$ cat src/core/lsm_pkg.sv
package lsm_pkg;

	// ****************************************************************
	// Timing
	// ****************************************************************
	localparam longint CLK_HZ        = 40_000_000;
	localparam longint DEB_MS        = 10;
	localparam longint LONG_PRESS_MS = 1000;
	localparam longint IDLE_S        = 120;
	localparam longint DEB_CYC_DEF   = CLK_HZ * DEB_MS / 1000;
	localparam longint LONG_CYC_DEF  = CLK_HZ * LONG_PRESS_MS / 1000;
	localparam longint IDLE_CYC_DEF  = CLK_HZ * IDLE_S;

	// ****************************************************************
	// Register map and fields
	// ****************************************************************
	localparam logic [7:0]  A_CTRL     = 8'h00;
	localparam logic [7:0]  A_USER_ERR = 8'h04;
	localparam logic [7:0]  A_STATUS   = 8'h08;
	localparam logic [7:0]  A_CODE     = 8'h0C;
	localparam logic [7:0]  A_INT_STAT = 8'h10;
	localparam logic [7:0]  A_INT_MASK = 8'h14;
	localparam int          CTRL_CFG   = 4;
	localparam int          ST_LVL     = 4;
	localparam int          ST_SEL     = 8;
	localparam int          ST_FATAL   = 16;
	localparam int          NIRQ       = 4;
	localparam int          IRQ_SHORT  = 0;
	localparam int          IRQ_LONG   = 1;
	localparam int          IRQ_FATAL  = 2;
	localparam int          IRQ_IDLE   = 3;
	localparam logic [3:0]  MASK_RST   = 4'h0;
	localparam logic [3:0]  NODE_RST   = 4'h0;

	// ****************************************************************
	// Fatal error codes
	// ****************************************************************
	localparam logic [15:0] C_NO_ID    = 16'h0002;
	localparam logic [15:0] C_SERIAL   = 16'h0009;
	localparam logic [15:0] C_OVERCUR  = 16'h000A;
	localparam logic [15:0] C_NODE     = 16'h000F;
	localparam logic [15:0] C_HIGH     = 16'h0100;
	localparam logic [15:0] C_LOW      = 16'h0102;
	localparam logic [7:0]  C_USER_HI  = 8'hC0;

	// ****************************************************************
	// Types
	// ****************************************************************
	typedef enum logic [2:0] {
		MN_NODE, MN_IO, MN_VOLT, MN_MEM, MN_RADIO, MN_BUS
	} lsm_menu_e;

	typedef logic [1:0] lsm_lvl_t;

	typedef struct packed {
		logic [5:0]  menu_r;
		logic [5:0]  menu_g;
		logic [15:0] num_r;
		logic [15:0] num_g;
	} lsm_led_s;

	// Deepest level index of a menu.
	function automatic lsm_lvl_t lsm_lvl_max(input lsm_menu_e m);
		return (m == MN_VOLT || m == MN_BUS) ? 2'd2 : 2'd1;
	endfunction : lsm_lvl_max

	function automatic logic [15:0] lsm_onehot(input logic [3:0] i);
		return 16'h0001 << i;
	endfunction : lsm_onehot

endpackage : lsm_pkg

$ cat src/core/lsm_display.sv
// Overview of operation
// - Bus menu level one: linked nodes green, unlinked red, own node linked.
// - Bus menu level two: memory flags high green, low red, unconfigured dark.
// - Bus menu level three: LED 1, 2 or 3 green for 125k, 250k, 500k.
// - Fatal error turns outputs off, stops communication, shows error pattern.
// - Fatal error: all six menu LEDs red plus code LEDs red.
// - Codes: no identity 0x0002, bad serial 0x0009, bad node 0x000F.
// - Output overcurrent enters fatal error with code 0x000A.
// - Supply over limit 0x0100, under limit 0x0102.
// - User fatal codes 0xC001 to 0xC0FF on LEDs 15, 16, 1-8.
// - Configuration mode: six menu LEDs and LED 1 orange.
// - Level one: menu LED green, short press selects next menu.
// - One second hold goes one level deeper, wrapping to level one.
// - Level two: menu LED red, short press selects next node.
// - Only voltage and bus menus have level three, menu LED orange.
// - Touch released under one second is a short press only.
// - Reset and long idleness select node menu at level one.
//
// The register addresses and register access over APB were left to the implementer.
module lsm_display
	import lsm_pkg::*;
#(
	parameter longint DEB_CYC  = DEB_CYC_DEF,
	parameter longint LONG_CYC = LONG_CYC_DEF,
	parameter longint IDLE_CYC = IDLE_CYC_DEF
)(
	input  wire logic        SYS_CLK,
	input  wire logic        ARST_N,
	input  wire logic        PSEL,
	input  wire logic        PENABLE,
	input  wire logic        PWRITE,
	input  wire logic [7:0]  PADDR,
	input  wire logic [31:0] PWDATA,
	output logic      [31:0] PRDATA,
	output logic             PREADY,
	output logic             PSLVERR,
	input  wire logic        BUTTON,
	input  wire logic [15:0] NODE_LINK,
	input  wire logic [15:0] MEM_CFG,
	input  wire logic [15:0] MEM_VAL,
	input  wire logic [1:0]  BUS_RATE,
	input  wire logic        MISSING_NET_IDENTITY,
	input  wire logic        BAD_SERIAL_SETTINGS,
	input  wire logic        OUTPUT_OVERCURRENT_FAULT,
	input  wire logic        BAD_NODE_NUMBER,
	input  wire logic        SUPPLY_OVER_LIMIT,
	input  wire logic        SUPPLY_UNDER_LIMIT,
	output logic      [5:0]  MENU_RED,
	output logic      [5:0]  MENU_GREEN,
	output logic      [15:0] NUM_RED,
	output logic      [15:0] NUM_GREEN,
	output logic             IO_OFF,
	output logic             COMM_STOP,
	output logic             IRQ
);

	logic            rdy_q, err_q, acc, wr, user_raise, fault_any;
	logic [31:0]     rdata_q, rd_d;
	logic [3:0]      node_q, sel_q, stat_q, mask_q, ev, clr;
	logic            cfg_q, fatal_q, io_off_q, comm_q, irq_q, lock;
	logic [15:0]     code_q, code_d, own, links;
	logic [32:0]     idle_q;
	logic            touch, short_p, long_p, idle_hit;
	lsm_menu_e       menu_q;
	lsm_lvl_t        lvl_q;
	lsm_led_s        disp_q, disp_d;

	function automatic logic mapped(input logic [7:0] a);
		return a == A_CTRL || a == A_USER_ERR || a == A_STATUS ||
			a == A_CODE || a == A_INT_STAT || a == A_INT_MASK;
	endfunction : mapped

	// ****************************************************************
	// APB slave
	// ****************************************************************
	assign acc = PSEL && PENABLE && !rdy_q;
	assign wr  = PSEL && PENABLE && rdy_q && PWRITE;

	always_comb
	begin
		rd_d = '0;
		if (PADDR == A_CTRL)
		begin
			rd_d[3:0]      = node_q;
			rd_d[CTRL_CFG] = cfg_q;
		end
		else if (PADDR == A_STATUS)
		begin
			rd_d[2:0]            = menu_q;
			rd_d[ST_LVL +: 2]    = lvl_q;
			rd_d[ST_SEL +: 4]    = sel_q;
			rd_d[ST_FATAL]       = fatal_q;
		end
		else if (PADDR == A_CODE)
			rd_d[15:0] = code_q;
		else if (PADDR == A_INT_STAT)
			rd_d[NIRQ-1:0] = stat_q;
		else if (PADDR == A_INT_MASK)
			rd_d[NIRQ-1:0] = mask_q;
	end

	always_ff @(posedge SYS_CLK or negedge ARST_N)
	begin
		if (!ARST_N)
		begin
			rdy_q   <= 1'b0;
			err_q   <= 1'b0;
			rdata_q <= '0;
		end
		else
		begin
			rdy_q   <= acc;
			err_q   <= acc && !mapped(PADDR);
			rdata_q <= (acc && !PWRITE) ? rd_d : 32'h0000_0000;
		end
	end

	always_ff @(posedge SYS_CLK or negedge ARST_N)
	begin
		if (!ARST_N)
		begin
			node_q <= NODE_RST;
			cfg_q  <= 1'b0;
			mask_q <= MASK_RST;
		end
		else if (wr && PADDR == A_CTRL)
		begin
			node_q <= PWDATA[3:0];
			cfg_q  <= PWDATA[CTRL_CFG];
		end
		else if (wr && PADDR == A_INT_MASK)
			mask_q <= PWDATA[NIRQ-1:0];
	end

	assign user_raise = wr && PADDR == A_USER_ERR && PWDATA[7:0] != 8'h00;

	// ****************************************************************
	// Button and idle return
	// ****************************************************************
	lsm_press #(
		.DEB_CYC  (DEB_CYC),
		.LONG_CYC (LONG_CYC)
	) u_press (
		.clk     (SYS_CLK),
		.arst_n  (ARST_N),
		.btn     (BUTTON),
		.touch   (touch),
		.short_p (short_p),
		.long_p  (long_p)
	);

	always_ff @(posedge SYS_CLK or negedge ARST_N)
	begin
		if (!ARST_N)
			idle_q <= '0;
		else if (touch)
			idle_q <= '0;
		else if (idle_q != IDLE_CYC[32:0])
			idle_q <= idle_q + 33'd1;
	end

	assign idle_hit = !touch && idle_q == IDLE_CYC[32:0] - 33'd1;

	// ****************************************************************
	// Menu navigation
	// ****************************************************************
	assign lock = fatal_q || cfg_q;

	always_ff @(posedge SYS_CLK or negedge ARST_N)
	begin
		if (!ARST_N)
		begin
			menu_q <= MN_NODE;
			lvl_q  <= 2'd0;
			sel_q  <= 4'h0;
		end
		else if (idle_hit)
		begin
			menu_q <= MN_NODE;
			lvl_q  <= 2'd0;
			sel_q  <= 4'h0;
		end
		else if (!lock && long_p)
			lvl_q <= (lvl_q == lsm_lvl_max(menu_q)) ? 2'd0 : lvl_q + 2'd1;
		else if (!lock && short_p)
		begin
			if (lvl_q == 2'd0)
			begin
				case (menu_q)
					MN_NODE:  menu_q <= MN_IO;
					MN_IO:    menu_q <= MN_VOLT;
					MN_VOLT:  menu_q <= MN_MEM;
					MN_MEM:   menu_q <= MN_RADIO;
					MN_RADIO: menu_q <= MN_BUS;
					default:  menu_q <= MN_NODE;
				endcase
			end
			else
				sel_q <= sel_q + 4'h1;
		end
	end

	// ****************************************************************
	// Fatal error capture
	// ****************************************************************
	always_comb
	begin
		fault_any = 1'b1;
		code_d    = 16'h0000;
		if (MISSING_NET_IDENTITY)
			code_d = C_NO_ID;
		else if (BAD_SERIAL_SETTINGS)
			code_d = C_SERIAL;
		else if (OUTPUT_OVERCURRENT_FAULT)
			code_d = C_OVERCUR;
		else if (BAD_NODE_NUMBER)
			code_d = C_NODE;
		else if (SUPPLY_OVER_LIMIT)
			code_d = C_HIGH;
		else if (SUPPLY_UNDER_LIMIT)
			code_d = C_LOW;
		else if (user_raise)
			code_d = {C_USER_HI, PWDATA[7:0]};
		else
			fault_any = 1'b0;
	end

	always_ff @(posedge SYS_CLK or negedge ARST_N)
	begin
		if (!ARST_N)
		begin
			fatal_q  <= 1'b0;
			code_q   <= '0;
			io_off_q <= 1'b0;
			comm_q   <= 1'b0;
		end
		else
		begin
			io_off_q <= fatal_q;
			comm_q   <= fatal_q;
			if (!fatal_q && fault_any)
			begin
				fatal_q <= 1'b1;
				code_q  <= code_d;
			end
		end
	end

	// ****************************************************************
	// Display
	// ****************************************************************
	assign own   = lsm_onehot(node_q);
	assign links = NODE_LINK | own;

	always_comb
	begin
		disp_d = '0;
		if (fatal_q)
		begin
			disp_d.menu_r = 6'h3F;
			disp_d.num_r  = code_q;
		end
		else if (cfg_q)
		begin
			disp_d.menu_r = 6'h3F;
			disp_d.menu_g = 6'h3F;
			disp_d.num_r  = 16'h0001;
			disp_d.num_g  = 16'h0001;
		end
		else
		begin
			disp_d.menu_g[menu_q] = lvl_q != 2'd1;
			disp_d.menu_r[menu_q] = lvl_q != 2'd0;
			case (menu_q)
				MN_NODE:
				begin
					if (lvl_q == 2'd0)
						disp_d.num_g = own;
					else
					begin
						disp_d.num_g = links;
						disp_d.num_r = ~links;
					end
				end
				MN_BUS:
				begin
					if (lvl_q == 2'd0)
					begin
						disp_d.num_g = links;
						disp_d.num_r = ~links;
					end
					else if (lvl_q == 2'd1)
					begin
						disp_d.num_g = MEM_CFG & MEM_VAL;
						disp_d.num_r = MEM_CFG & ~MEM_VAL;
					end
					else if (BUS_RATE != 2'd3)
						disp_d.num_g = lsm_onehot({2'b00, BUS_RATE});
				end
				default:
				begin
					if (lvl_q != 2'd0)
						disp_d.num_g = lsm_onehot(sel_q);
				end
			endcase
		end
	end

	always_ff @(posedge SYS_CLK or negedge ARST_N)
	begin
		if (!ARST_N)
			disp_q <= '0;
		else
			disp_q <= disp_d;
	end

	// ****************************************************************
	// Interrupts
	// ****************************************************************
	assign ev[IRQ_SHORT] = short_p && !lock;
	assign ev[IRQ_LONG]  = long_p && !lock;
	assign ev[IRQ_FATAL] = !fatal_q && fault_any;
	assign ev[IRQ_IDLE]  = idle_hit;
	assign clr = (wr && PADDR == A_INT_STAT) ? PWDATA[NIRQ-1:0] : 4'h0;

	always_ff @(posedge SYS_CLK or negedge ARST_N)
	begin
		if (!ARST_N)
		begin
			stat_q <= '0;
			irq_q  <= 1'b0;
		end
		else
		begin
			stat_q <= (stat_q & ~clr) | ev;
			irq_q  <= |(stat_q & mask_q);
		end
	end

	assign PRDATA     = rdata_q;
	assign PREADY     = rdy_q;
	assign PSLVERR    = err_q;
	assign MENU_RED   = disp_q.menu_r;
	assign MENU_GREEN = disp_q.menu_g;
	assign NUM_RED    = disp_q.num_r;
	assign NUM_GREEN  = disp_q.num_g;
	assign IO_OFF     = io_off_q;
	assign COMM_STOP  = comm_q;
	assign IRQ        = irq_q;
endmodule : lsm_display

$ cat src/core/lsm_press.sv
module lsm_press
	import lsm_pkg::*;
#(
	parameter longint DEB_CYC  = DEB_CYC_DEF,
	parameter longint LONG_CYC = LONG_CYC_DEF
)(
	input  wire logic clk,
	input  wire logic arst_n,
	input  wire logic btn,
	output logic      touch,
	output logic      short_p,
	output logic      long_p
);

	logic        s1_q, s2_q, touch_q, tprev_q, done_q, short_q, long_q;
	logic [31:0] deb_q;
	logic [31:0] hold_q;

	// ****************************************************************
	// Synchroniser and debounce
	// ****************************************************************
	always_ff @(posedge clk or negedge arst_n)
	begin
		if (!arst_n)
		begin
			s1_q <= 1'b0;
			s2_q <= 1'b0;
		end
		else
		begin
			s1_q <= btn;
			s2_q <= s1_q;
		end
	end

	always_ff @(posedge clk or negedge arst_n)
	begin
		if (!arst_n)
		begin
			deb_q   <= '0;
			touch_q <= 1'b0;
		end
		else if (s2_q == touch_q)
			deb_q <= '0;
		else if (deb_q == DEB_CYC[31:0] - 32'd1)
		begin
			deb_q   <= '0;
			touch_q <= s2_q;
		end
		else
			deb_q <= deb_q + 32'd1;
	end

	// ****************************************************************
	// Press duration
	// ****************************************************************
	always_ff @(posedge clk or negedge arst_n)
	begin
		if (!arst_n)
		begin
			hold_q  <= '0;
			done_q  <= 1'b0;
			tprev_q <= 1'b0;
			short_q <= 1'b0;
			long_q  <= 1'b0;
		end
		else
		begin
			tprev_q <= touch_q;
			long_q  <= touch_q && !done_q && hold_q == LONG_CYC[31:0] - 32'd1;
			short_q <= tprev_q && !touch_q && !done_q;
			if (!touch_q)
			begin
				hold_q <= '0;
				done_q <= 1'b0;
			end
			else if (!done_q)
			begin
				if (hold_q == LONG_CYC[31:0] - 32'd1)
					done_q <= 1'b1;
				else
					hold_q <= hold_q + 32'd1;
			end
		end
	end

	assign touch   = touch_q;
	assign short_p = short_q;
	assign long_p  = long_q;
endmodule : lsm_press

$ cat config.mk
export PLATFORM = sky130hd
export DESIGN_NAME = lsm_display
export DESIGN_NICKNAME = d
export VERILOG_FILES = /design/src/core/lsm_pkg.sv /design/src/core/lsm_display.sv /design/src/core/lsm_press.sv
export SDC_FILE = /design/constraint.sdc
export NUM_CORES = 1
export LEC_CHECK = 0
export ABC_AREA = 1
export BUFFER_PORTS_ARGS = -buffer_cell sky130_fd_sc_hd__buf_2
export CORE_MARGIN = 4
export CORE_UTILIZATION = 54
export DETAILED_ROUTE_END_ITERATION = 10
export GPL_TIMING_DRIVEN = 0
export PLACE_DENSITY_LB_ADDON = 0.3
export SYNTH_ARGS = -nofsm -noshare
export SYNTH_HDL_FRONTEND = slang
export SYNTH_HIERARCHICAL = 1
export SYNTH_SLANG_ARGS = --single-unit
$ cat constraint.sdc
create_clock -name SYS_CLK -period 3.7 [get_ports SYS_CLK]
set_clock_uncertainty 0.2 [all_clocks]
set_input_delay 0.925 -clock SYS_CLK [delete_from_list [all_inputs] [get_ports SYS_CLK]]
set_output_delay 0.925 -clock SYS_CLK [all_outputs]
set_load 0.1 [all_outputs]
==> reports/metrics.cfg <==
[clock_tree]
post_cts_buffers=0
cts_resized=0
clockRootBuffer=clkbuf_16
cts_buffer_depth=2
holdBufCountCts=0
htree_levels=4
cts_tree=built
cts.sink_count=199
clk_latency_ns=0.44
cts_buffers=17
path_clk_slew_ns=0.08

[synth]
synth_cell_types=54
async_reset_ff_frac=1.00
synth-seq-cells=199
synth_compound_area_frac=0.103
synth-xor-area-share=0.0251
ys_seq_area_frac=0.408
muxShareOfSynthArea=0.00164
yosys_warnings=6
synth_top_family_by_area=simple AND/OR/NAND/NOR gates
synth-simple-area-share=0.357
syn-cell-area_mm2=0.0122
syn_inst=1713
ys.flop_type=dfrtp_1
avgSynthCellArea_um2=7.13
synthAdderAreaFrac=0.0123
synth-edff-count=0

[global_route]
grt_pass1_wl_um=56400
grt_antenna_before_repair=0
grt_usage=0.283
grt_max_degree=106
first_global_vias=11100
grt_overflow=0

[cells_and_area]
area_growth_pct=14.0
final_core_util=0.632
antennaDiodeCount=0
final_layout_size_suffix_gt1_frac=0.155
final_nets=2004
fillCellCount=2020
final_cell_mix=nand2_1 (435), nor2_1 (248), dfrtp_1 (199)
layout_commonest_cell=nand2_1

[placement]
post-place-ws_ns=1.12
gp_congestion=0.977
dp_hpwl_um=27600
portBuffers=141

[detailed_routing]
drcViolationCount=0
firstDrtPassIters=6
dr.first_iter.drc_count=1167
num_vias=12000
detail-route-antenna-nets=0
wl_per_cell_um=16.5
vias_per_cell=5.52
drt-total-wl_um=36000

[timing]
worstMarginPinSlew_ns=0.718
relSlewSlack=0.521
slew_violations=0
hold_viol=0
finalSetupTns_ns=0
finalCritPeriodShare=0.683
fmax_ghz=0.396
fin_ws_ns=1.17
fin_crit_ns=2.53
rsz0062_at_grt=false
setup_viol=0

[hold_path]
hp-class=reg2reg
hold_depth=0
hp-start=u_press/s1_q
min_to=u_press/s2_q

[die]
die_width_um=158
start_util=0.555
io_pins=183
coreArea_mm2=0.0220
dieArea_mm2=0.0251
rows=54
die_h_um=158

[setup_path]
worstSetupPathType=reg2reg
rr_endpoint=NUM_RED[8]
worstSetupEndpointType=register
reg2reg_depth=8
worstPathMaxFanout=10
r2r_slack_ns=1.17
r2r-start=lvl_q[1]
startpoint=lvl_q[1]
required_ns=3.87
critPathLaunchType=register
cp.arrival_ns=2.70

[power]
p_leak_nw=6.53
powerDensity_mw_per_mm2=305
ir_worst_vdd_mv=0.269
p_total_mw=4.25

[flow_run]
maxCapViolations=0

[outcome]
status=complete, no violations

[per-stage QoR]
step | std cells | area [um^2] | hold WS [ns]
2_1_floorplan | 1729 | 12300 | 0.131
3_3_place_gp | 2150 | 13300 | 0.143
3_5_place_dp | 2151 | 13400 | 0.146
6_report | 2183 | 13900 | 0.154
4_1_cts | 2183 | 13900 | 0.159
5_1_grt | 2183 | 13900 | 0.173
[synthesized netlist by cell type (8+ instances only)]
library cell  number  area, um^2
xnor2_1           11        96.3
nor2_4             8        90.1
xor2_1            24         210
a21oi_1           59         295
nand2_1          435        1630
nor3_1            54         270
nor2_2            17         106
nor2_1           248         931
nand3_1          125         626
nand4_1           49         307
inv_1            194         728
buf_2             17        85.1
buf_4             20         150
o21ai_0           97         485
o21ai_2           17         149
ha_1              12         150
clkbuf_1          20        75.1
dfrtp_1          199        4980
[where the power goes]
part           leakage [nW]  internal, mW  switching (mW)
combinational          3.55        0.0648           0.203
clock                 0.279         0.900           0.897
sequential             2.70          2.18         0.00451
[cell families after synthesis]
| family | Yosys count |
|---|---|
| XOR/XNOR | 35 |
| adder cells (fa/ha/maj) | 12 |
| AO/OA/AOI/OAI | 216 |
| other | 1 |
| multiplexers | 2 |
| AND/OR/NAND/NOR | 980 |
| buffers and inverters | 268 |
| flip-flops | 199 |
[critical path, stage by stage, from the launching register on]
cell	delay [ns]
dfrtp_1	0.40
inv_1	0.15
ha_1	0.16
buf_2	0.25
clkbuf_1	0.55
nand2_1	0.11
nor3_1	0.29
o21ai_0	0.23
nand2_1	0.12
[routing by layer]
layer  share of wire  track usage
met1            0.42        0.388
met2            0.47        0.468
met3           0.089       0.0465
met4           0.019       0.0760
met5               0            0
[state kept, by name (all words and copies together), names as in the netlist, 2 cells and up]
signal	flops
sel_q	4
node_q	4
NUM_GREEN	16
u_press/hold_q	32
idle_q	33
u_press/deb_q	32
menu_q	3
MENU_RED	6
MENU_GREEN	6
lvl_q	2
code_q	10
NUM_RED	16
stat_q	4
mask_q	4
PRDATA	14
[area by class of cell]
class / count / area [um^2] / area share
Multi-Input combinational cell: 1262 / 6160 / 0.442
Sequential cell: 199 / 4980 / 0.358
Inverter: 204 / 767 / 0.0551
Timing Repair Buffer: 142 / 743 / 0.0534
Clock buffer: 18 / 439 / 0.0315
Buffer: 64 / 374 / 0.0269
Tap cell: 280 / 350 / 0.0252
Clock inverter: 14 / 116 / 0.00835
[worst max path at each step]
stage	to	slack [ns]	depth (start not counted)
after floorplan	IO_OFF	1.25	1
after global placement	idle_q[3]	-1.74	1
after detailed placement	code_q[5]	1.12	11
after CTS	NUM_RED[3]	1.24	7
after global routing	NUM_RED[7]	1.03	9
final	NUM_RED[8]	1.17	8
(Power assumes the default switching activity.)
